--- src/verilog/ssr_pkg.sv ---
package ssr_pkg;

   // register index on the plain register port
   localparam logic [1:0] ADDR_CTRL = 2'h0;
   localparam logic [1:0] ADDR_RDR = 2'h1;
   localparam logic [1:0] ADDR_BAUD = 2'h2;
   localparam logic [1:0] ADDR_MODE = 2'h3;

   localparam int DATA_W = 8;
   localparam int CHAR_W = 9;
   localparam int FIFO_DEPTH = 2;

   // index of the last bit of a character
   localparam logic [3:0] LAST_BIT_8 = 4'h7;
   localparam logic [3:0] LAST_BIT_9 = 4'h8;

   // master shift clock: half a link period in system clocks, rounded down
   localparam int CLK_PERIOD_NS = 100;
   localparam int LINK_PERIOD_NS = 800;
   localparam int HALF_CYCLES = (LINK_PERIOD_NS / 2) / CLK_PERIOD_NS;

   localparam logic [7:0] RESET_BYTE = 8'h00;

   typedef struct packed {
      logic port_enable;
      logic nine_bit_select;
      logic single_receive_enable;
      logic continuous_receive_enable;
      logic address_detect;
      logic framing_error;
      logic overrun_error_flag;
      logic ninth_received_bit;
   } ssr_ctrl_t;

   typedef struct packed {
      logic autobaud_overflow;
      logic rx_idle_flag;
      logic unused5;
      logic sync_clk_polarity;
      logic wide_rate_divider;
      logic unused2;
      logic wakeup_enable;
      logic autobaud_enable;
   } ssr_baud_t;

   typedef struct packed {
      logic [6:0] unused;
      logic master_select;
   } ssr_mode_t;

   typedef struct packed {
      logic drive;
      logic oe;
   } ssr_pin_t;

endpackage

--- src/verilog/ssr_fifo.sv ---
`timescale 1ns/10ps
module ssr_fifo #(
   parameter int W = 9,
   parameter int DEPTH = 2
) (
   input wire logic clk,
   input wire logic rst,
   input wire logic flush,
   input wire logic push,
   input wire logic [W-1:0] push_data,
   input wire logic pop,
   output logic [W-1:0] head,
   output logic empty,
   output logic full
);
   localparam int PW = $clog2(DEPTH);
   localparam int CW = $clog2(DEPTH + 1);
   localparam logic [PW-1:0] PTR_LAST = PW'(DEPTH - 1);
   localparam logic [CW-1:0] CNT_FULL = CW'(DEPTH);

   logic [W-1:0] mem [DEPTH];
   logic [PW-1:0] wp_r;
   logic [PW-1:0] rp_r;
   logic [CW-1:0] cnt_r;
   logic do_push;
   logic do_pop;

   assign empty = (cnt_r == '0);
   assign full = (cnt_r == CNT_FULL);
   assign do_push = push && !full;
   assign do_pop = pop && !empty;
   // an empty fifo shows zero so a stray read returns a defined value
   assign head = empty ? '0 : mem[rp_r];

   always_ff @(posedge clk) begin
      if (do_push) begin
         mem[wp_r] <= push_data;
      end
   end

   always_ff @(posedge clk) begin
      if (rst || flush) begin
         wp_r <= '0;
         rp_r <= '0;
         cnt_r <= '0;
      end else begin
         if (do_push) begin
            wp_r <= (wp_r == PTR_LAST) ? '0 : wp_r + 1'b1;
         end
         if (do_pop) begin
            rp_r <= (rp_r == PTR_LAST) ? '0 : rp_r + 1'b1;
         end
         if (do_push && !do_pop) begin
            cnt_r <= cnt_r + 1'b1;
         end else if (do_pop && !do_push) begin
            cnt_r <= cnt_r - 1'b1;
         end
      end
   end
endmodule

--- src/verilog/ssr_receiver.sv ---
// Contract
// - synchronous master receive leaves the data line driver off.
// - reception starts when single or continuous receive enable is set; a slave starts on continuous only.
// - single receive: one clock per data bit, then hardware clears single enable.
// - continuous receive: clocks run without pause until continuous enable clears or overrun sets.
// - clearing continuous mid character with single enable clear stops the clock and discards the partial.
// - both enables set: single clears after first character, continuous carries on.
// - data sampled on trailing shift clock edge into the shift register.
// - full character sets receive flag and enters the two-entry fifo.
// - data register shows low eight bits of oldest entry; flag while unread.
// - slave takes shift clock from the clock line, its driver off.
// - sender changes data on leading edge; one bit per clock cycle.
// - third character with fifo full sets overrun, fifo kept intact.
// - during overrun stored data readable, no new characters accepted.
// - overrun in single mode clears on a data register read.
// - overrun in continuous mode clears by clearing continuous or port enable.
// - nine-bit select shifts nine bits per character.
// - ninth bit field shows bit nine of the oldest unread character.
`timescale 1ns/10ps
module ssr_receiver #(
   parameter int HALF = ssr_pkg::HALF_CYCLES,
   parameter int DEPTH = ssr_pkg::FIFO_DEPTH
) (
   input wire logic clk,
   input wire logic rst,
   input wire logic [1:0] addr,
   input wire logic [7:0] wdata,
   input wire logic wr,
   input wire logic rd,
   output logic [7:0] rdata,
   input wire logic data_line_i,
   input wire logic clk_line_i,
   output ssr_pkg::ssr_pin_t data_line_pin,
   output ssr_pkg::ssr_pin_t shift_clk_line_pin,
   output logic receive_flag
);
   localparam int HW = $clog2(HALF + 1);
   localparam logic [HW-1:0] HALF_LAST = HW'(HALF - 1);

   typedef enum logic [1:0] {SSR_IDLE, SSR_LOW, SSR_HIGH} ssr_state_t;

   ssr_state_t st_r;
   logic [HW-1:0] half_r;
   logic pen_r;
   logic nine_r;
   logic single_r;
   logic cont_r;
   logic adden_r;
   logic pol_r;
   logic wide_r;
   logic wake_r;
   logic autobaud_r;
   logic master_r;
   logic ovr_r;
   logic ovr_cont_r;
   logic [3:0] bit_cnt_r;
   logic [ssr_pkg::CHAR_W-1:0] shreg_r;
   logic clk_q_r;
   logic data_s;
   logic clk_s;
   logic [7:0] rdata_r;

   logic run_en;
   logic slave_run;
   logic half_done;
   logic trail_m;
   logic trail_s;
   logic trail;
   logic last_bit;
   logic char_done;
   logic [ssr_pkg::CHAR_W-1:0] char_word;
   logic [ssr_pkg::CHAR_W-1:0] head;
   logic fifo_empty;
   logic fifo_full;
   logic push;
   logic rd_rdr;
   logic wr_ctrl;
   logic rx_idle;
   ssr_pkg::ssr_ctrl_t ctrl_view;
   ssr_pkg::ssr_baud_t baud_view;
   ssr_pkg::ssr_mode_t mode_view;
   ssr_pkg::ssr_ctrl_t wr_ctrl_v;
   ssr_pkg::ssr_baud_t wr_baud_v;
   ssr_pkg::ssr_mode_t wr_mode_v;

   // pins come from another domain: two flops before any logic looks at them
   ssr_sync #(
      .W(2)
   ) u_sync (
      .clk(clk),
      .rst(rst),
      .d({data_line_i, clk_line_i}),
      .q({data_s, clk_s})
   );

   assign wr_ctrl_v = wdata;
   assign wr_baud_v = wdata;
   assign wr_mode_v = wdata;
   assign wr_ctrl = wr && (addr == ssr_pkg::ADDR_CTRL);
   assign rd_rdr = rd && (addr == ssr_pkg::ADDR_RDR);

   // overrun freezes the receiver until it is cleared
   assign run_en = pen_r && master_r && (single_r || cont_r) && !ovr_r;
   // single enable has no meaning for a slave
   assign slave_run = pen_r && !master_r && cont_r && !ovr_r;

   assign half_done = (half_r == HALF_LAST);
   assign trail_m = run_en && (st_r == SSR_HIGH) && half_done;
   // the peer moves data on the leading edge, so it is settled at the trailing one
   assign trail_s = slave_run && (clk_q_r ^ pol_r) && !(clk_s ^ pol_r);
   assign trail = trail_m || trail_s;

   assign last_bit = bit_cnt_r == (nine_r ? ssr_pkg::LAST_BIT_9 : ssr_pkg::LAST_BIT_8);
   assign char_done = trail && last_bit;
   // lsb arrives first; the bit on the line now is the last one
   assign char_word = nine_r ? {data_s, shreg_r[8:1]} : {1'b0, data_s, shreg_r[8:2]};
   assign push = char_done && !fifo_full && !ovr_r;

   always_ff @(posedge clk) begin
      if (rst || !run_en) begin
         st_r <= SSR_IDLE;
         half_r <= '0;
      end else begin
         unique case (st_r)
            SSR_IDLE: begin
               st_r <= SSR_LOW;
               half_r <= '0;
            end
            SSR_LOW: begin
               if (half_done) begin
                  st_r <= SSR_HIGH;
                  half_r <= '0;
               end else begin
                  half_r <= half_r + 1'b1;
               end
            end
            SSR_HIGH: begin
               if (half_done) begin
                  // continuous keeps going with no idle gap between characters
                  st_r <= (last_bit && !cont_r) ? SSR_IDLE : SSR_LOW;
                  half_r <= '0;
               end else begin
                  half_r <= half_r + 1'b1;
               end
            end
         endcase
      end
   end

   always_ff @(posedge clk) begin
      if (rst) begin
         clk_q_r <= 1'b0;
      end else begin
         clk_q_r <= clk_s;
      end
   end

   // leaving a run mid character drops the partial bits
   always_ff @(posedge clk) begin
      if (rst || !(run_en || slave_run)) begin
         bit_cnt_r <= '0;
      end else if (trail) begin
         bit_cnt_r <= last_bit ? '0 : bit_cnt_r + 1'b1;
      end
   end

   always_ff @(posedge clk) begin
      if (rst) begin
         shreg_r <= '0;
      end else if (trail) begin
         shreg_r <= {data_s, shreg_r[8:1]};
      end
   end

   ssr_fifo #(
      .W(ssr_pkg::CHAR_W),
      .DEPTH(DEPTH)
   ) u_fifo (
      .clk(clk),
      .rst(rst),
      .flush(!pen_r),
      .push(push),
      .push_data(char_word),
      .pop(rd_rdr),
      .head(head),
      .empty(fifo_empty),
      .full(fifo_full)
   );

   assign receive_flag = !fifo_empty;

   always_ff @(posedge clk) begin
      if (rst) begin
         pen_r <= 1'b0;
         nine_r <= 1'b0;
         cont_r <= 1'b0;
         adden_r <= 1'b0;
      end else if (wr_ctrl) begin
         pen_r <= wr_ctrl_v.port_enable;
         nine_r <= wr_ctrl_v.nine_bit_select;
         cont_r <= wr_ctrl_v.continuous_receive_enable;
         adden_r <= wr_ctrl_v.address_detect;
      end
   end

   // a software write in the completing cycle wins over the hardware clear
   always_ff @(posedge clk) begin
      if (rst) begin
         single_r <= 1'b0;
      end else if (wr_ctrl) begin
         single_r <= wr_ctrl_v.single_receive_enable;
      end else if (char_done) begin
         single_r <= 1'b0;
      end
   end

   always_ff @(posedge clk) begin
      if (rst) begin
         pol_r <= 1'b0;
         wide_r <= 1'b0;
         wake_r <= 1'b0;
         autobaud_r <= 1'b0;
         master_r <= 1'b0;
      end else if (wr && (addr == ssr_pkg::ADDR_BAUD)) begin
         pol_r <= wr_baud_v.sync_clk_polarity;
         wide_r <= wr_baud_v.wide_rate_divider;
         wake_r <= wr_baud_v.wakeup_enable;
         autobaud_r <= wr_baud_v.autobaud_enable;
      end else if (wr && (addr == ssr_pkg::ADDR_MODE)) begin
         master_r <= wr_mode_v.master_select;
      end
   end

   // set and clear never meet: a character cannot finish while overrun holds
   always_ff @(posedge clk) begin
      if (rst || !pen_r) begin
         ovr_r <= 1'b0;
         ovr_cont_r <= 1'b0;
      end else if (!ovr_r && char_done && fifo_full) begin
         ovr_r <= 1'b1;
         ovr_cont_r <= cont_r;
      end else if (ovr_r && (ovr_cont_r ? !cont_r : rd_rdr)) begin
         ovr_r <= 1'b0;
      end
   end

   assign rx_idle = (st_r == SSR_IDLE) && (bit_cnt_r == '0);

   always_comb begin
      ctrl_view = ssr_pkg::RESET_BYTE;
      ctrl_view.port_enable = pen_r;
      ctrl_view.nine_bit_select = nine_r;
      ctrl_view.single_receive_enable = single_r;
      ctrl_view.continuous_receive_enable = cont_r;
      ctrl_view.address_detect = adden_r;
      ctrl_view.overrun_error_flag = ovr_r;
      ctrl_view.ninth_received_bit = head[8];
      baud_view = ssr_pkg::RESET_BYTE;
      baud_view.rx_idle_flag = rx_idle;
      baud_view.sync_clk_polarity = pol_r;
      baud_view.wide_rate_divider = wide_r;
      baud_view.wakeup_enable = wake_r;
      baud_view.autobaud_enable = autobaud_r;
      mode_view = ssr_pkg::RESET_BYTE;
      mode_view.master_select = master_r;
   end

   // read data stands only in the cycle after the strobe
   always_ff @(posedge clk) begin
      if (rst || !rd) begin
         rdata_r <= ssr_pkg::RESET_BYTE;
      end else begin
         unique case (addr)
            ssr_pkg::ADDR_CTRL: rdata_r <= ctrl_view;
            ssr_pkg::ADDR_RDR: rdata_r <= head[7:0];
            ssr_pkg::ADDR_BAUD: rdata_r <= baud_view;
            ssr_pkg::ADDR_MODE: rdata_r <= mode_view;
         endcase
      end
   end

   assign rdata = rdata_r;
   // receive only: the data line is never driven
   assign data_line_pin = '{drive: 1'b0, oe: 1'b0};
   assign shift_clk_line_pin = '{drive: (st_r == SSR_HIGH) ^ pol_r, oe: pen_r && master_r};

   // ---------------- checks ----------------
   localparam int START_MAX = 2;
   localparam int STOP_MAX = 1;
endmodule

--- src/verilog/ssr_sync.sv ---
`timescale 1ns/10ps
module ssr_sync #(
   parameter int W = 1
) (
   input wire logic clk,
   input wire logic rst,
   input wire logic [W-1:0] d,
   output logic [W-1:0] q
);
   logic [W-1:0] meta_r;

   always_ff @(posedge clk) begin
      if (rst) begin
         meta_r <= '0;
         q <= '0;
      end else begin
         meta_r <= d;
         q <= meta_r;
      end
   end
endmodule
--- config.mk ---
export PLATFORM = sky130hd
export DESIGN_NAME = ssr_receiver
export DESIGN_NICKNAME = d
export VERILOG_FILES = /design/src/verilog/ssr_pkg.sv /design/src/verilog/ssr_fifo.sv /design/src/verilog/ssr_receiver.sv /design/src/verilog/ssr_sync.sv
export SDC_FILE = /design/constraint.sdc
export NUM_CORES = 1
export LEC_CHECK = 0
export CAP_MARGIN = 20
export CORE_MARGIN = 4
export CORE_UTILIZATION = 32
export DETAILED_ROUTE_END_ITERATION = 16
export DONT_BUFFER_PORTS = 1
export PLACE_DENSITY = 0.47
export SLEW_MARGIN = 0
export SYNTH_ARGS = -nofsm -noshare
export SYNTH_HDL_FRONTEND = slang
export SYNTH_SLANG_ARGS = --single-unit
--- constraint.sdc ---
create_clock -name clk -period 2.4 [get_ports clk]
set_input_delay 0.12 -clock clk [delete_from_list [all_inputs] [get_ports clk]]
set_output_delay 0.12 -clock clk [all_outputs]
set_load 0.005 [all_outputs]
# Yosys cells after proc, flatten, opt, wreduce, memory -nomap -nowiden
# Memories as Yosys holds them, arrays and structs flattened. A register that Yosys moved wholly into a read port is not among the register bits.
# Index checks and enable logic that the tools add are counted.
dict set report op_classes {
  n_addsub 6
  eq_ne 10
  mux 24
  bitwise 4
  reduce_logical 55
}
# op count
set ops {}
lappend ops {{8-bit one-hot mux with 4 select lines} 1}
lappend ops {{1-bit logical AND} 26}
lappend ops {{9-bit 2-to-1 mux} 2}
lappend ops {{1-bit zero test} 12}
lappend ops {{1-bit 2-to-1 mux} 12}
lappend ops {{2-bit equality test, second input constant} 4}
lappend ops {{2-bit 2-to-1 mux} 4}
lappend ops {{4-bit 2-to-1 mux} 2}
lappend ops {{1-bit logical OR} 7}
lappend ops {{2-bit zero test} 3}
lappend ops {{2-bit one-hot mux with 3 select lines} 1}
lappend ops {{3-bit one-hot mux with 2 select lines} 1}
lappend ops {{2-bit nonzero test} 3}
lappend ops {{4-bit by 1-bit adder with 4-bit output, second input constant} 1}
lappend ops {{2-bit by 1-bit equality test with 1-bit output, second input constant} 2}
lappend ops {{4-bit equality test} 1}
lappend ops {{4-bit zero test} 1}
lappend ops {{2-bit inequality test, second input constant} 2}
lappend ops {{2-bit AND reduction} 2}
lappend ops {{3-bit by 1-bit adder with 3-bit output, second input constant} 1}
lappend ops {{3-bit by 2-bit equality test with 1-bit output, second input constant} 1}
lappend ops {{3-bit 2-to-1 mux} 1}
lappend ops {{1-bit XOR} 3}
lappend ops {{1-bit adder, second input constant} 2}
lappend ops {{other kinds (4)} 4}
dict set report word_totals {
  ff_bits 47
  ram_bits 18
  in_bits 16
  output_inout_bits 13
  word_cells 123
  n_memories 1
}
# name words word_bits rd rd_ports_with_merged_regs wr line_no
set mem_list {}
lappend mem_list {u_fifo.mem 2 9 1 1 1 ssr_fifo.sv:21} ;# logic [W-1:0] mem [DEPTH];

# Logic depth before layout (Yosys ltp)
# Gate-level depths: netlist of run 1.
dict set report logic_depth {
  ltp_word 15
  depth_mapped 8
  mapped_depth_nobuf 8
}

# Cells and area by module
# From an unflattened synthesis of run 1, not the netlist that was laid out.
dict set report hier_totals {
  cells_unflattened 290
  area_unflattened_um2 2871.5
}
# mod n_inst cells_each area_each_um2 seq_area_each_um2
set by_module_without_submodules {}
lappend by_module_without_submodules {ssr_receiver 1 219 1870.5 760.7}
lappend by_module_without_submodules {ssr_fifo 1 63 895.9 640.6}
lappend by_module_without_submodules {ssr_sync 1 8 105.1 80.1}

# Least setup slack after synthesis of run 1
# No wires, ideal clock.
dict set report synth_timing {
  path_type {reg-to-reg}
  from {reg half_r[0]}
  to {mem u_fifo.mem[0][0] (enable)}
  setup_ns 0.375
  arrival_ns 1.792
  required_ns 2.025
  setup_slack_ns 0.232
  stages_incl_launch_ff 6
  path_buffers 0
  period_less_slack_ns 2.168
  path_cell_list {dfxtp_1 -> ha_1 -> ha_1 -> nand4_1 -> a211oi_2 -> nor2b_1}
}
dict set report synth_between {
  elab_chain_cells 9
}
# item line_no
set synth_rtl {}
lappend synth_rtl {{from (decl)} ssr_receiver.sv:43} ;# logic [HW-1:0] half_r;
lappend synth_rtl {{from (signal assigned)} ssr_receiver.sv:134} ;# half_r <= half_r + 1'b1;
lappend synth_rtl {{from (signal assigned)} ssr_receiver.sv:143} ;# half_r <= half_r + 1'b1;
lappend synth_rtl {{3-bit by 2-bit equality test with 1-bit output} ssr_receiver.sv:107} ;# assign half_done = (half_r == HALF_LAST);
lappend synth_rtl {{1-bit logical AND} ssr_receiver.sv:108} ;# assign trail_m = run_en && (st_r == SSR_HIGH) && half_done;
lappend synth_rtl {{1-bit logical OR} ssr_receiver.sv:111} ;# assign trail = trail_m || trail_s;
lappend synth_rtl {{1-bit logical AND} ssr_receiver.sv:114} ;# assign char_done = trail && last_bit;
lappend synth_rtl {{1-bit logical AND (2 in a row)} ssr_receiver.sv:117} ;# assign push = char_done && !fifo_full && !ovr_r;
lappend synth_rtl {{1-bit logical AND} ssr_fifo.sv:30} ;# assign do_push = push && !full;
lappend synth_rtl {{net u_fifo.do_push} ssr_fifo.sv:25} ;# logic do_push;
lappend synth_rtl {{1-bit 2-to-1 mux} ssr_fifo.sv:36} ;# if (do_push) begin
lappend synth_rtl {{1-bit 2-to-1 mux (implied by the code)} ssr_fifo.sv:37} ;# mem[wp_r] <= push_data;
lappend synth_rtl {{to (decl)} ssr_fifo.sv:21}
# The timed path passes the listed nets, and every way through them passes these cells.

# Worst setup path after layout of run 1
dict set report layout_timing {
  from {reg bit_cnt_r[0]}
  to {reg u_fifo.cnt_r[1]}
}
dict set report layout_between {
  elab_chain_cells 8
  word_cells_on_any_way 10
  cone_classes {eq/ne: 1; mux: 1; reduce/logical: 8}
}
# item line_no
set layout_rtl {}
lappend layout_rtl {{from (decl)} ssr_receiver.sv:56} ;# logic [3:0] bit_cnt_r;
lappend layout_rtl {{from (signal assigned)} ssr_receiver.sv:163} ;# bit_cnt_r <= last_bit ? '0 : bit_cnt_r + 1'b1;
lappend layout_rtl {{4-bit equality test *} ssr_receiver.sv:113} ;# assign last_bit = bit_cnt_r == (nine_r ? ssr_pkg::LAST_BIT_9 : ssr_pkg::LAST_BIT_8);
lappend layout_rtl {{1-bit logical AND *} ssr_receiver.sv:114}
lappend layout_rtl {{1-bit logical AND * (2 in a row)} ssr_receiver.sv:117}
lappend layout_rtl {{1-bit logical AND *} ssr_fifo.sv:30}
lappend layout_rtl {{net u_fifo.do_push} ssr_fifo.sv:25}
lappend layout_rtl {{1-bit zero test} ssr_fifo.sv:55} ;# end else if (do_pop && !do_push) begin
lappend layout_rtl {{1-bit logical AND} ssr_fifo.sv:55}
lappend layout_rtl {{2-bit nonzero test (no line)} -}
lappend layout_rtl {{to (signal assigned)} ssr_fifo.sv:54} ;# cnt_r <= cnt_r + 1'b1;
lappend layout_rtl {{to (signal assigned)} ssr_fifo.sv:56} ;# cnt_r <= cnt_r - 1'b1;
lappend layout_rtl {{to (decl)} ssr_fifo.sv:24} ;# logic [CW-1:0] cnt_r;
# The timed path passes the listed nets; every way through them passes the cells marked *.
# A chain may end at the register's enable or synchronous reset.

==> qor.yml, run 1 <==
outcome:
  status: "finished clean"
synth:
  ys_ff_latch: 65
  synth_top_family_by_area: "simple AND/OR/NAND/NOR gates"
  async_reset_ff_frac: 0
  syn-cell-area_um2: 2917
  synthXorXnorAreaFrac: 0.01201
  synth_cells: 277
  ys.flop_type: "dfxtp_1"
  synthAdderAreaFrac: 0.03861
  synth_warnings: 0
  synth_area_per_cell_um2: 10.53
  synthMuxAreaShare: 0.09009
  ys_seq_area_frac: 0.5079
  synth-simple-area-share: 0.1540
  synth_compound_area_frac: 0.1523
  synth_cell_type_count: 48
  synth_edf_count: 18
cts:
  clock-root-buffer: "clkbuf_8"
  clk_pin_slew_ns: 0.07
  clk_path_buf_depth: 2
  cts_tree: "done"
  cts.htree.levels: 3
  numCtsBuffers: 9
  post_cts_resize_count: 0
  clock-sinks: 65
  clk_latency_ns: 0.35
job:
  maxCapViolCount: 0
drt:
  dr.pass1.iters: 5
  wl_per_cell_um: 16.52
  detail-route-antenna-nets: 0
  wirelength_um: 6823
  drt_iter0_drc: 116
  drt-vias-per-instance: 5.208
  drc: 0
  vias: 2151
placement:
  dp_hpwl_um: 4633
  io_buffers: 0
  dp_slack_ns: 0.2008
  place_congestion: 0.7934
  dp_cells: 380
sta:
  skew_ns: 0.006851
  slew_violations: 0
  fmax_ghz: 0.4490
  slew_headroom: 0.5843
  tightest_slew_ns: 0.6215
  setup_viol: 0
  fin_crit_sh: 0.9279
  setup_slack_ns: 0.1730
  rsz0062_at_grt: "false"
  fin_hold_ws_ns: 0.009512
  fin_crit_ns: 2.227
  hold_violations: 0
  final.setup.tns_ns: 0
layout:
  area.growth.synth_to_final_pct: 17.29
  antenna-diode-count: 0
  utilization: 0.3885
  nets: 325
  drive_gt1_frac: 0.1377
  layout.cells.non_filler: 413
grt:
  grt_first_pass_wirelength_um: 11300
  grt_pass1_vias: 2096
  grt_max_degree: 26
  grt-ovfl-total: 0
  antenna_found_initial: 0
  grtUsageTotal: 0.1428
setup_path:
  critPathArrivalTime_ns: 2.51
  worst-path-buf-inv: 0
  worstSetupEndpointType: "flop"
  cp-start-kind: "flop"
  cp_slowest_stage_delay_ns: 0.40
  worst_path_max_delay_cell: "or3_1"
  reg2reg_slack_ns: 0.17
  path_max_fanout: 7
  cpLargestDelayFamily: "simple AND/OR/NAND/NOR gates"
  required_ns: 2.68
  crit_path_frequent_cell: "or3_1"
  path_cells: "or3_1, o22a_4, a211oi_2, ha_1, or3_1, a21oi_1"
  critPathKind: "flop to flop"
pwr:
  p_switching_mw: 0.4785
  clkPwrFrac: 0.423
  p_comb_frac: 0.039
  p_leak_nw: 1.212
  max-vdd-ir-drop_uv: 208.0
  power_density_nw_per_um2: 620.7
  p_int_mw: 1.645
  switching_share: 0.2254
  p_seq_frac: 0.538
worst_hold_path:
  hold_class: "input port to flop"
die:
  start_util: 0.3312
  rows: 34
  core_um2: 8806
  die_h_um: 103.5
  die-area_um2: 10710
  die_w_um: 103.5
  ios: 29
cell usage in the layout (no fill, tap or decap), drive strengths merged, types with 5 or more instances in the layout:
master        n
nand3        16
mux2          8
or3           5
buf          12
nand2        13
dfxtp        47
nor2         21
mux2i        15
a21oi        19
edfxtp       18
o211ai       11
inv          13
ha            9
dlygate4sd3  16
nor2b         9
o311a         5
clkbuf       10
registers in the layout, summed over array words and instances (netlist names), 2 cells and up, named ones only:
| name | cells |
|---|---|
| u_fifo.cnt_r | 2 |
| u_sync.meta_r | 2 |
| u_sync.q | 2 |
| u_fifo.mem | 18 |
| shreg_r | 8 |
| rdata | 8 |
| half_r | 3 |
| st_r | 2 |
| bit_cnt_r | 4 |
cell usage after synthesis (5+ instances only):
cell type | count | area [µm²]
dfxtp_1 | 47 | 940.9
nor2_1 | 21 | 78.83
a21oi_1 | 19 | 95.09
edfxtp_1 | 18 | 540.5
nand3_1 | 16 | 80.08
mux2i_1 | 15 | 150.1
inv_1 | 13 | 48.80
nand2_1 | 13 | 48.80
o211ai_1 | 11 | 82.58
ha_1 | 9 | 112.6
nor2b_1 | 9 | 56.30
mux2_2 | 8 | 90.09
buf_2 | 6 | 30.03
clkbuf_1 | 6 | 22.52
o311a_1 | 5 | 50.05
or3_1 | 5 | 31.28
worst paths after layout:
check / from / end / cells past startpoint
worst min-delay path: addr[1] / master_r / 3
worst max register to register: bit_cnt_r[0] / u_fifo.cnt_r[1] / 6
worst max-delay path: bit_cnt_r[0] / u_fifo.cnt_r[1] / 6
worst min register to register: half_r[0] / half_r[0] / 1
per-stage QoR:
step / power, mW / area (µm²)
2_1_floorplan: 1.217 / 2920
3_3_place_gp: 1.216 / 3059
3_5_place_dp: 1.217 / 3059
4_1_cts: 2.144 / 3406
5_1_grt: 2.207 / 3421
6_report: 2.123 / 3421
final cells by class:
class                           instances  area, µm²
Fill cell                             872       5385
Sequential cell                        65       1481
Multi-Input combinational cell        183       1311
Timing Repair Buffer                   28      257.7
Tap cell                              108      135.1
Clock buffer                           10      127.6
Clock inverter                          6      58.81
Inverter                               13      48.80
layer usage:
metal	wire [µm]	track usage	part of all wire
met2	2978	0.2137	0.44
met4	98	0.05378	0.014
met3	419	0.04158	0.061
met5	0	0	0
met1	3327	0.1947	0.49
what timing repair did:
item / 4_1_cts / 5_1_grt
endpoints found under the setup margin: 0 / 0
hold buffers: 16 / 0
setup buffers: 0 / 0
endpoints found under the hold margin: 30 / 0
worst reg2reg max path, stage by stage (launching register included):
cell and delay [ns]:
dfxtp_1 0.38, or3_1 0.40, o22a_4 0.26, a211oi_2 0.30, ha_1 0.32, or3_1 0.37, a21oi_1 0.14
power groups by stage:
stage	Clock [mW]	Combinational, mW	Sequential, mW
2_1_floorplan	0	0.0548	1.16
3_3_place_gp	0	0.0502	1.17
3_5_place_dp	0	0.0506	1.17
4_1_cts	0.923	0.0798	1.14
5_1_grt	0.973	0.0914	1.14
6_report	0.898	0.0833	1.14
logic make-up (layout without fill, tap and decap cells):
logic type,after synthesis,after routing
fa+ha+maj,9,9
flops,65,65
xor+xnor,4,4
compound gates,59,59
mux,24,24
other cells,1,2
buf+inv,30,57
simple gates,85,85
Note: power is estimated with default switching activity, not from simulation.
==> run 2: changes to the inputs <==
==> constraint.sdc (replaced) <==
create_clock -name clk -period 2.9 [get_ports clk]
set_input_delay 0.145 -clock clk [delete_from_list [all_inputs] [get_ports clk]]
set_output_delay 0.145 -clock clk [all_outputs]
set_load 0.005 [all_outputs]
==> qor.yml, run 2 (synthesized netlist as in run 1, its figures left out) <==
outcome:
  status: "finished clean"
sta:
  final.setup.tns_ns: 0  # unchanged
  slew_headroom: 0.3313  # -0.2530
  fmax_ghz: 0.4267  # -5.0%
  hold_violations: 0  # unchanged
  fin_hold_ws_ns: 0.02024  # +0.01073 ns
  rsz0062_at_grt: "false"
  tightest_slew_ns: 0.9997  # +0.3782 ns
  slew_violations: 0  # unchanged
  setup_slack_ns: 0.5567  # +0.3837 ns
  skew_ns: 0.008346  # +0.001495 ns
  fin_crit_sh: 0.8080  # -0.1199
  fin_crit_ns: 2.343  # +0.1163 ns
  setup_viol: 0  # unchanged
die:
  ios: 29  # unchanged
  die_h_um: 103.5  # unchanged
  die_w_um: 103.5  # unchanged
  start_util: 0.3312  # unchanged
  core_um2: 8806  # unchanged
  die-area_um2: 10710  # unchanged
  rows: 34  # unchanged
placement:
  place_congestion: 0.7660  # -3.5%
  dp_hpwl_um: 4523  # -2.4%
  placed_area_um2: 3014  # -1.5%
  io_buffers: 0  # unchanged
  dp_cells: 374  # -1.6%
  dp_slack_ns: 0.5708  # +0.3700 ns
pwr:
  p_int_mw: 1.413  # -14%
  clkPwrFrac: 0.434  # +0.011
  p_comb_frac: 0.035  # -0.004
  p_seq_frac: 0.531  # -0.007
  switching_share: 0.2072  # -0.01816
  p_switching_mw: 0.3693  # -23%
  max-vdd-ir-drop_uv: 237.9  # +14%
  p_leak_nw: 1.174  # -3.2%
  power_density_nw_per_um2: 529.7  # -15%
layout:
  postLayoutCellArea_um2: 3364  # -1.6%
  drive_gt1_frac: 0.1145  # -0.02323
  area.growth.synth_to_final_pct: 15.36
  largest-register: "u_fifo.mem"
  layout.cells.non_filler: 405  # -1.9%
  fillCellCount: 876  # +0.46%
  final_cell_mix: "47 x dfxtp_1, 21 x nor2_1, 19 x a21oi_1, 18 x edfxtp_1, 16 x nand3_1"
  nets: 317  # -2.5%
  antenna-diode-count: 0  # unchanged
  largest_reg_flops: 18  # unchanged
  final_common_cell: "dfxtp_1"
cts:
  clock-sinks: 65  # unchanged
  clk_path_buf_depth: 2  # unchanged
  cts.htree.levels: 3  # unchanged
  hold_buffers: 15  # -1
  cts_tree: "done"
  clk_latency_ns: 0.33  # -0.02 ns
  clock-root-buffer: "clkbuf_8"
  cts_setup_buffers: 0  # unchanged
  numCtsBuffers: 9  # unchanged
  post_cts_resize_count: 0  # unchanged
  clk_pin_slew_ns: 0.07  # about the same
setup_path:
  path_max_fanout: 7  # unchanged
  cp-start-kind: "flop"
  critPathKind: "flop to flop"
  ff2ff_path_depth: 6  # unchanged
  required_ns: 3.17  # +0.49 ns
  worstSetupEndpointType: "flop"
  critPathArrivalTime_ns: 2.61  # +0.10 ns
  r2r-start: "bit_cnt_r[0]"
  reg2reg_slack_ns: 0.56  # +0.38 ns
  r2r_end: "u_fifo.cnt_r[1]"
grt:
  grt_max_degree: 24  # -7.7%
  grt_pass1_vias: 2012  # -4.0%
  grt-ovfl-total: 0  # unchanged
  antenna_found_initial: 0  # unchanged
  grtUsageTotal: 0.1361  # -0.006635
  grt_first_pass_wirelength_um: 10810  # -4.4%
drt:
  wirelength_um: 6670  # -2.2%
  wl_per_cell_um: 16.47  # -0.31%
  vias: 2055  # -4.5%
  detail-route-antenna-nets: 0  # unchanged
  drt_iter0_drc: 72  # -38%
  drt-vias-per-instance: 5.074  # -2.6%
  drc: 0  # unchanged
  dr.pass1.iters: 4  # -1
worst_hold_path:
  hold_class: "input port to flop"
  min_from: "rst"
  min_path_cells: 2  # -1
  min_to: "single_r"
job:
  maxCapViolCount: 0  # unchanged
## run 2: cell types whose count changed in the layout (fill, tap and decap cells not counted), sizes merged
cell,change
clkbuf,+4
buf,-7
clkinv,-3
dlygate4sd3,-1
clkinvlp,-1
## run 2: critical path: stages (launching register included)
cell and delay (ns):
dfxtp_1 0.36, or3_1 0.40, o22a_4 0.26, a211oi_2 0.39, ha_1 0.34, or3_1 0.39, a21oi_1 0.14
## run 2: power by group through the flow
stage,logic (mW),clock network (mW),registers [mW]
after floorplan,0.0454,0,0.961
after global placement,0.0391,0,0.967
after detailed placement,0.0393,0,0.967
after CTS,0.0624,0.797,0.946
after global routing,0.0685,0.844,0.947
final,0.0624,0.773,0.946
## run 2: cell type report
type	instances	area [µm²]	share of cell area
Sequential cell	65	1481	0.4403
Multi-Input combinational cell	183	1311	0.3897
Timing Repair Buffer	20	187.7	0.05578
Clock buffer	14	162.7	0.04835
Tap cell	108	135.1	0.04016
Inverter	13	48.80	0.01450
Clock inverter	2	37.54	0.01116
## run 2: stage by stage
stage	util	power [mW]
2_1_floorplan	-	1.007
6_report	0.3821	1.782
5_1_grt	0.3821	1.859
3_3_place_gp	0.3423	1.006
4_1_cts	0.3821	1.806
3_5_place_dp	0.3423	1.006
## run 2: worst max path at each step
| stage | startpoint | endpoint | slack, ns |
|---|---|---|---|
| after floorplan | half_r[0] | u_fifo.mem[0][0] | 0.73 |
| after global placement | bit_cnt_r[0] | u_fifo.cnt_r[1] | 0.60 |
| after detailed placement | nine_r | u_fifo.cnt_r[1] | 0.57 |
| after CTS | nine_r | u_fifo.cnt_r[1] | 0.55 |
| after global routing | nine_r | u_fifo.cnt_r[1] | 0.38 |
| final | bit_cnt_r[0] | u_fifo.cnt_r[1] | 0.56 |
## run 2: routing by layer
| metal | global-route usage | wire length [µm] | vias to the layer above |
|---|---|---|---|
| li1 | - | - | 1031 |
| met1 | 0.1904 | 3369 | 971 |
| met2 | 0.1956 | 2857 | 42 |
| met3 | 0.03018 | 287 | 11 |
| met4 | 0.07072 | 155 | 0 |
| met5 | 0 | 0 | - |
==> run 3: changes to the inputs <==
--- a/config.mk
+++ b/config.mk
@@ -10,7 +10,7 @@
 export CORE_UTILIZATION = 32
 export DETAILED_ROUTE_END_ITERATION = 16
 export DONT_BUFFER_PORTS = 1
-export PLACE_DENSITY = 0.47
+export PLACE_DENSITY = 0.48
 export SLEW_MARGIN = 0
 export SYNTH_ARGS = -nofsm -noshare
 export SYNTH_HDL_FRONTEND = slang
==> constraint.sdc (replaced) <==
create_clock -name clk -period 1.99 [get_ports clk]
set_input_delay 0.0995 -clock clk [delete_from_list [all_inputs] [get_ports clk]]
set_output_delay 0.0995 -clock clk [all_outputs]
set_load 0.005 [all_outputs]
==> qor.yml, run 3 (synthesized netlist as in run 1, its figures left out) <==
pwr:
  p_seq_frac: 0.559  # +0.028
  switching_share: 0.2401  # +0.03291
  p_leak_nw: 1.302  # +11%
  p_int_mw: 1.865  # +32%
  max-vdd-ir-drop_uv: 214.9  # -9.6%
  power_density_nw_per_um2: 678.5  # +28%
  p_total_mw: 2.454  # +38%
  clkPwrFrac: 0.394  # -0.040
  p_switching_mw: 0.5894  # +60%
  p_comb_frac: 0.047  # +0.012
layout:
  utilization: 0.4108  # +0.02870
  final_common_cell: "dfxtp_1"
  nets: 343  # +8.2%
  antenna-diode-count: 0  # unchanged
  area.growth.synth_to_final_pct: 24.02
  largest-register: "u_fifo.mem"
  drive_gt1_frac: 0.1981  # +0.08366
  final_cell_mix: "45 x dfxtp_1, 24 x buf_4, 21 x nor2_1, 19 x dlygate4sd3_1"
  fillCellCount: 876  # unchanged
  largest_reg_flops: 18  # unchanged
sta:
  fmax_ghz: 0.5047  # +18%
  fin_crit_ns: 1.981  # -0.3620 ns
  setup_slack_ns: 0.008629  # -0.5480 ns
  tightest_slew_ns: 0.9826  # -0.01714 ns
  hold_violations: 0  # unchanged
  slew_violations: 0  # unchanged
  fin_crit_sh: 0.9957  # +0.1876
  setup_viol: 0  # unchanged
  skew_ns: 0.01337  # +0.005022 ns
  rsz0062_at_grt: "true"
  slew_headroom: 0.3450  # +0.01362
worst_hold_path:
  hold_class: "input port to flop"
grt:
  grt_first_pass_wirelength_um: 11770  # +8.9%
  grt_pass1_vias: 2256  # +12%
  grt_max_degree: 24  # unchanged
  grtUsageTotal: 0.1478  # +0.01169
  antenna_found_initial: 0  # unchanged
  grt-ovfl-total: 0  # unchanged
setup_path:
  required_ns: 2.26  # -0.91 ns
  cpLargestDelayFamily: "simple AND/OR/NAND/NOR gates"
  worst_path_max_delay_cell: "or3_4"
  worst-path-buf-inv: 0  # unchanged
  cp-start-kind: "flop"
  path_max_fanout: 3  # -4
  critPathArrivalTime_ns: 2.26  # -0.35 ns
  cp_slowest_stage_delay_ns: 0.38  # -0.02 ns
  critPathKind: "flop to flop"
  worstSetupEndpointType: "flop"
  path_cells: "or3_4, o22a_4, a211oi_4, ha_1, or3_1, a21oi_2"
job:
  maxCapViolCount: 0  # unchanged
placement:
  place_congestion: 0.7654  # about the same
  io_buffers: 0  # unchanged
  dp_hpwl_um: 4931  # +9.0%
  dp_slack_ns: 0.01500  # -0.5558 ns
die:
  core_um2: 8806  # unchanged
  rows: 34  # unchanged
  start_util: 0.3312  # unchanged
  die_w_um: 103.5  # unchanged
  die_h_um: 103.5  # unchanged
  die-area_um2: 10710  # unchanged
  ios: 29  # unchanged
drt:
  dr.pass1.iters: 4  # unchanged
  wirelength_um: 7235  # +8.5%
  detail-route-antenna-nets: 0  # unchanged
  drc: 0  # unchanged
  vias: 2247  # +9.3%
  drt_iter0_drc: 101  # +40%
  drt-vias-per-instance: 5.213  # +2.7%
  wl_per_cell_um: 16.79  # +1.9%
cts:
  numCtsBuffers: 9  # unchanged
  cts.htree.levels: 3  # unchanged
  cts_tree: "done"
  clock-sinks: 65  # unchanged
  clk_latency_ns: 0.34  # about the same
  clock-root-buffer: "clkbuf_8"
  clk_pin_slew_ns: 0.07  # about the same
  clk_path_buf_depth: 2  # unchanged
outcome:
  status: "finished clean"
## run 3: changes by cell type in the layout (fill, tap and decap cells not counted), moves of 2 or more
cell	previous run	this run
buf_12	0	2
buf_4	5	24
clkbuf_1	3	1
clkbuf_8	11	9
clkinv_1	0	2
dfxtp_1	47	45
dfxtp_2	0	2
dlygate4sd3_1	15	19
ha_1	9	6
ha_4	0	2
## run 3: area by class of cell
cell class              count  area [µm²]  share of cell area
flip-flops and latches     65        1484              0.4102
multi-input cells         183        1363              0.3767
clock inverters             6       36.28             0.01003
inverters                  13       48.80             0.01349
repair buffers             46       422.9              0.1169
well taps                 108       135.1             0.03736
clock buffers              10       127.6             0.03528
## run 3: per-layer routing
| metal | vias to the layer above | global-route usage | part of all wire |
|---|---|---|---|
| met4 | 0 | 0.06673 | 0.016 |
| met5 | - | 0 | 0 |
| met3 | 10 | 0.04225 | 0.056 |
| li1 | 1089 | - | - |
| met2 | 66 | 0.2142 | 0.43 |
| met1 | 1082 | 0.2035 | 0.50 |
## run 3: stage by stage
step | area (µm²) | hold slack [ns] | TNS (ns) | cells
after floorplan | 2960 | 0.2277 | -0.07515 | 278
after global placement | 3237 | 0.1746 | 0 | 395
after detailed placement | 3237 | 0.1764 | 0 | 395
after CTS | 3601 | 0.01979 | 0 | 431
after global routing | 3617 | 0.02134 | -0.06012 | 431
final | 3617 | 0.03806 | 0 | 431
## run 3: repair_timing
action                     4_1_cts  5_1_grt
buffers inserted                 0        0
hold endpoints to repair        34        0
resized for setup                0        5
hold buffers                    20        0
setup endpoints to repair        0        2
## run 3: worst reg2reg max path, delay by kind of cell, from the launching register on
family	cells	cell delay, ns
compound gates	3	0.58
fa+ha+maj	1	0.28
flops	1	0.32
simple gates	2	0.74
## run 3: path summary, 6_finish.rpt
| kind | startpoint | end | slack [ns] | cells after the start |
|---|---|---|---|---|
| hold reg to reg | half_r[0] | half_r[0] | 0.43 | 1 |
| setup reg to reg | bit_cnt_r[0] | u_fifo.cnt_r[1] | 0.009 | 6 |
| setup / recovery | bit_cnt_r[0] | u_fifo.cnt_r[1] | 0.009 | 6 |
| hold / removal | addr[0] | rdata[6] | 0.04 | 2 |
## run 3: power groups by stage
stage / clock [mW] / combinational (mW) / sequential [mW]
3_5_place_dp: 0 / 0.0715 / 1.40
4_1_cts: 0.998 / 0.113 / 1.37
3_3_place_gp: 0 / 0.0715 / 1.40
6_report: 0.968 / 0.114 / 1.37
2_1_floorplan: 0 / 0.0661 / 1.40
5_1_grt: 1.06 / 0.126 / 1.37
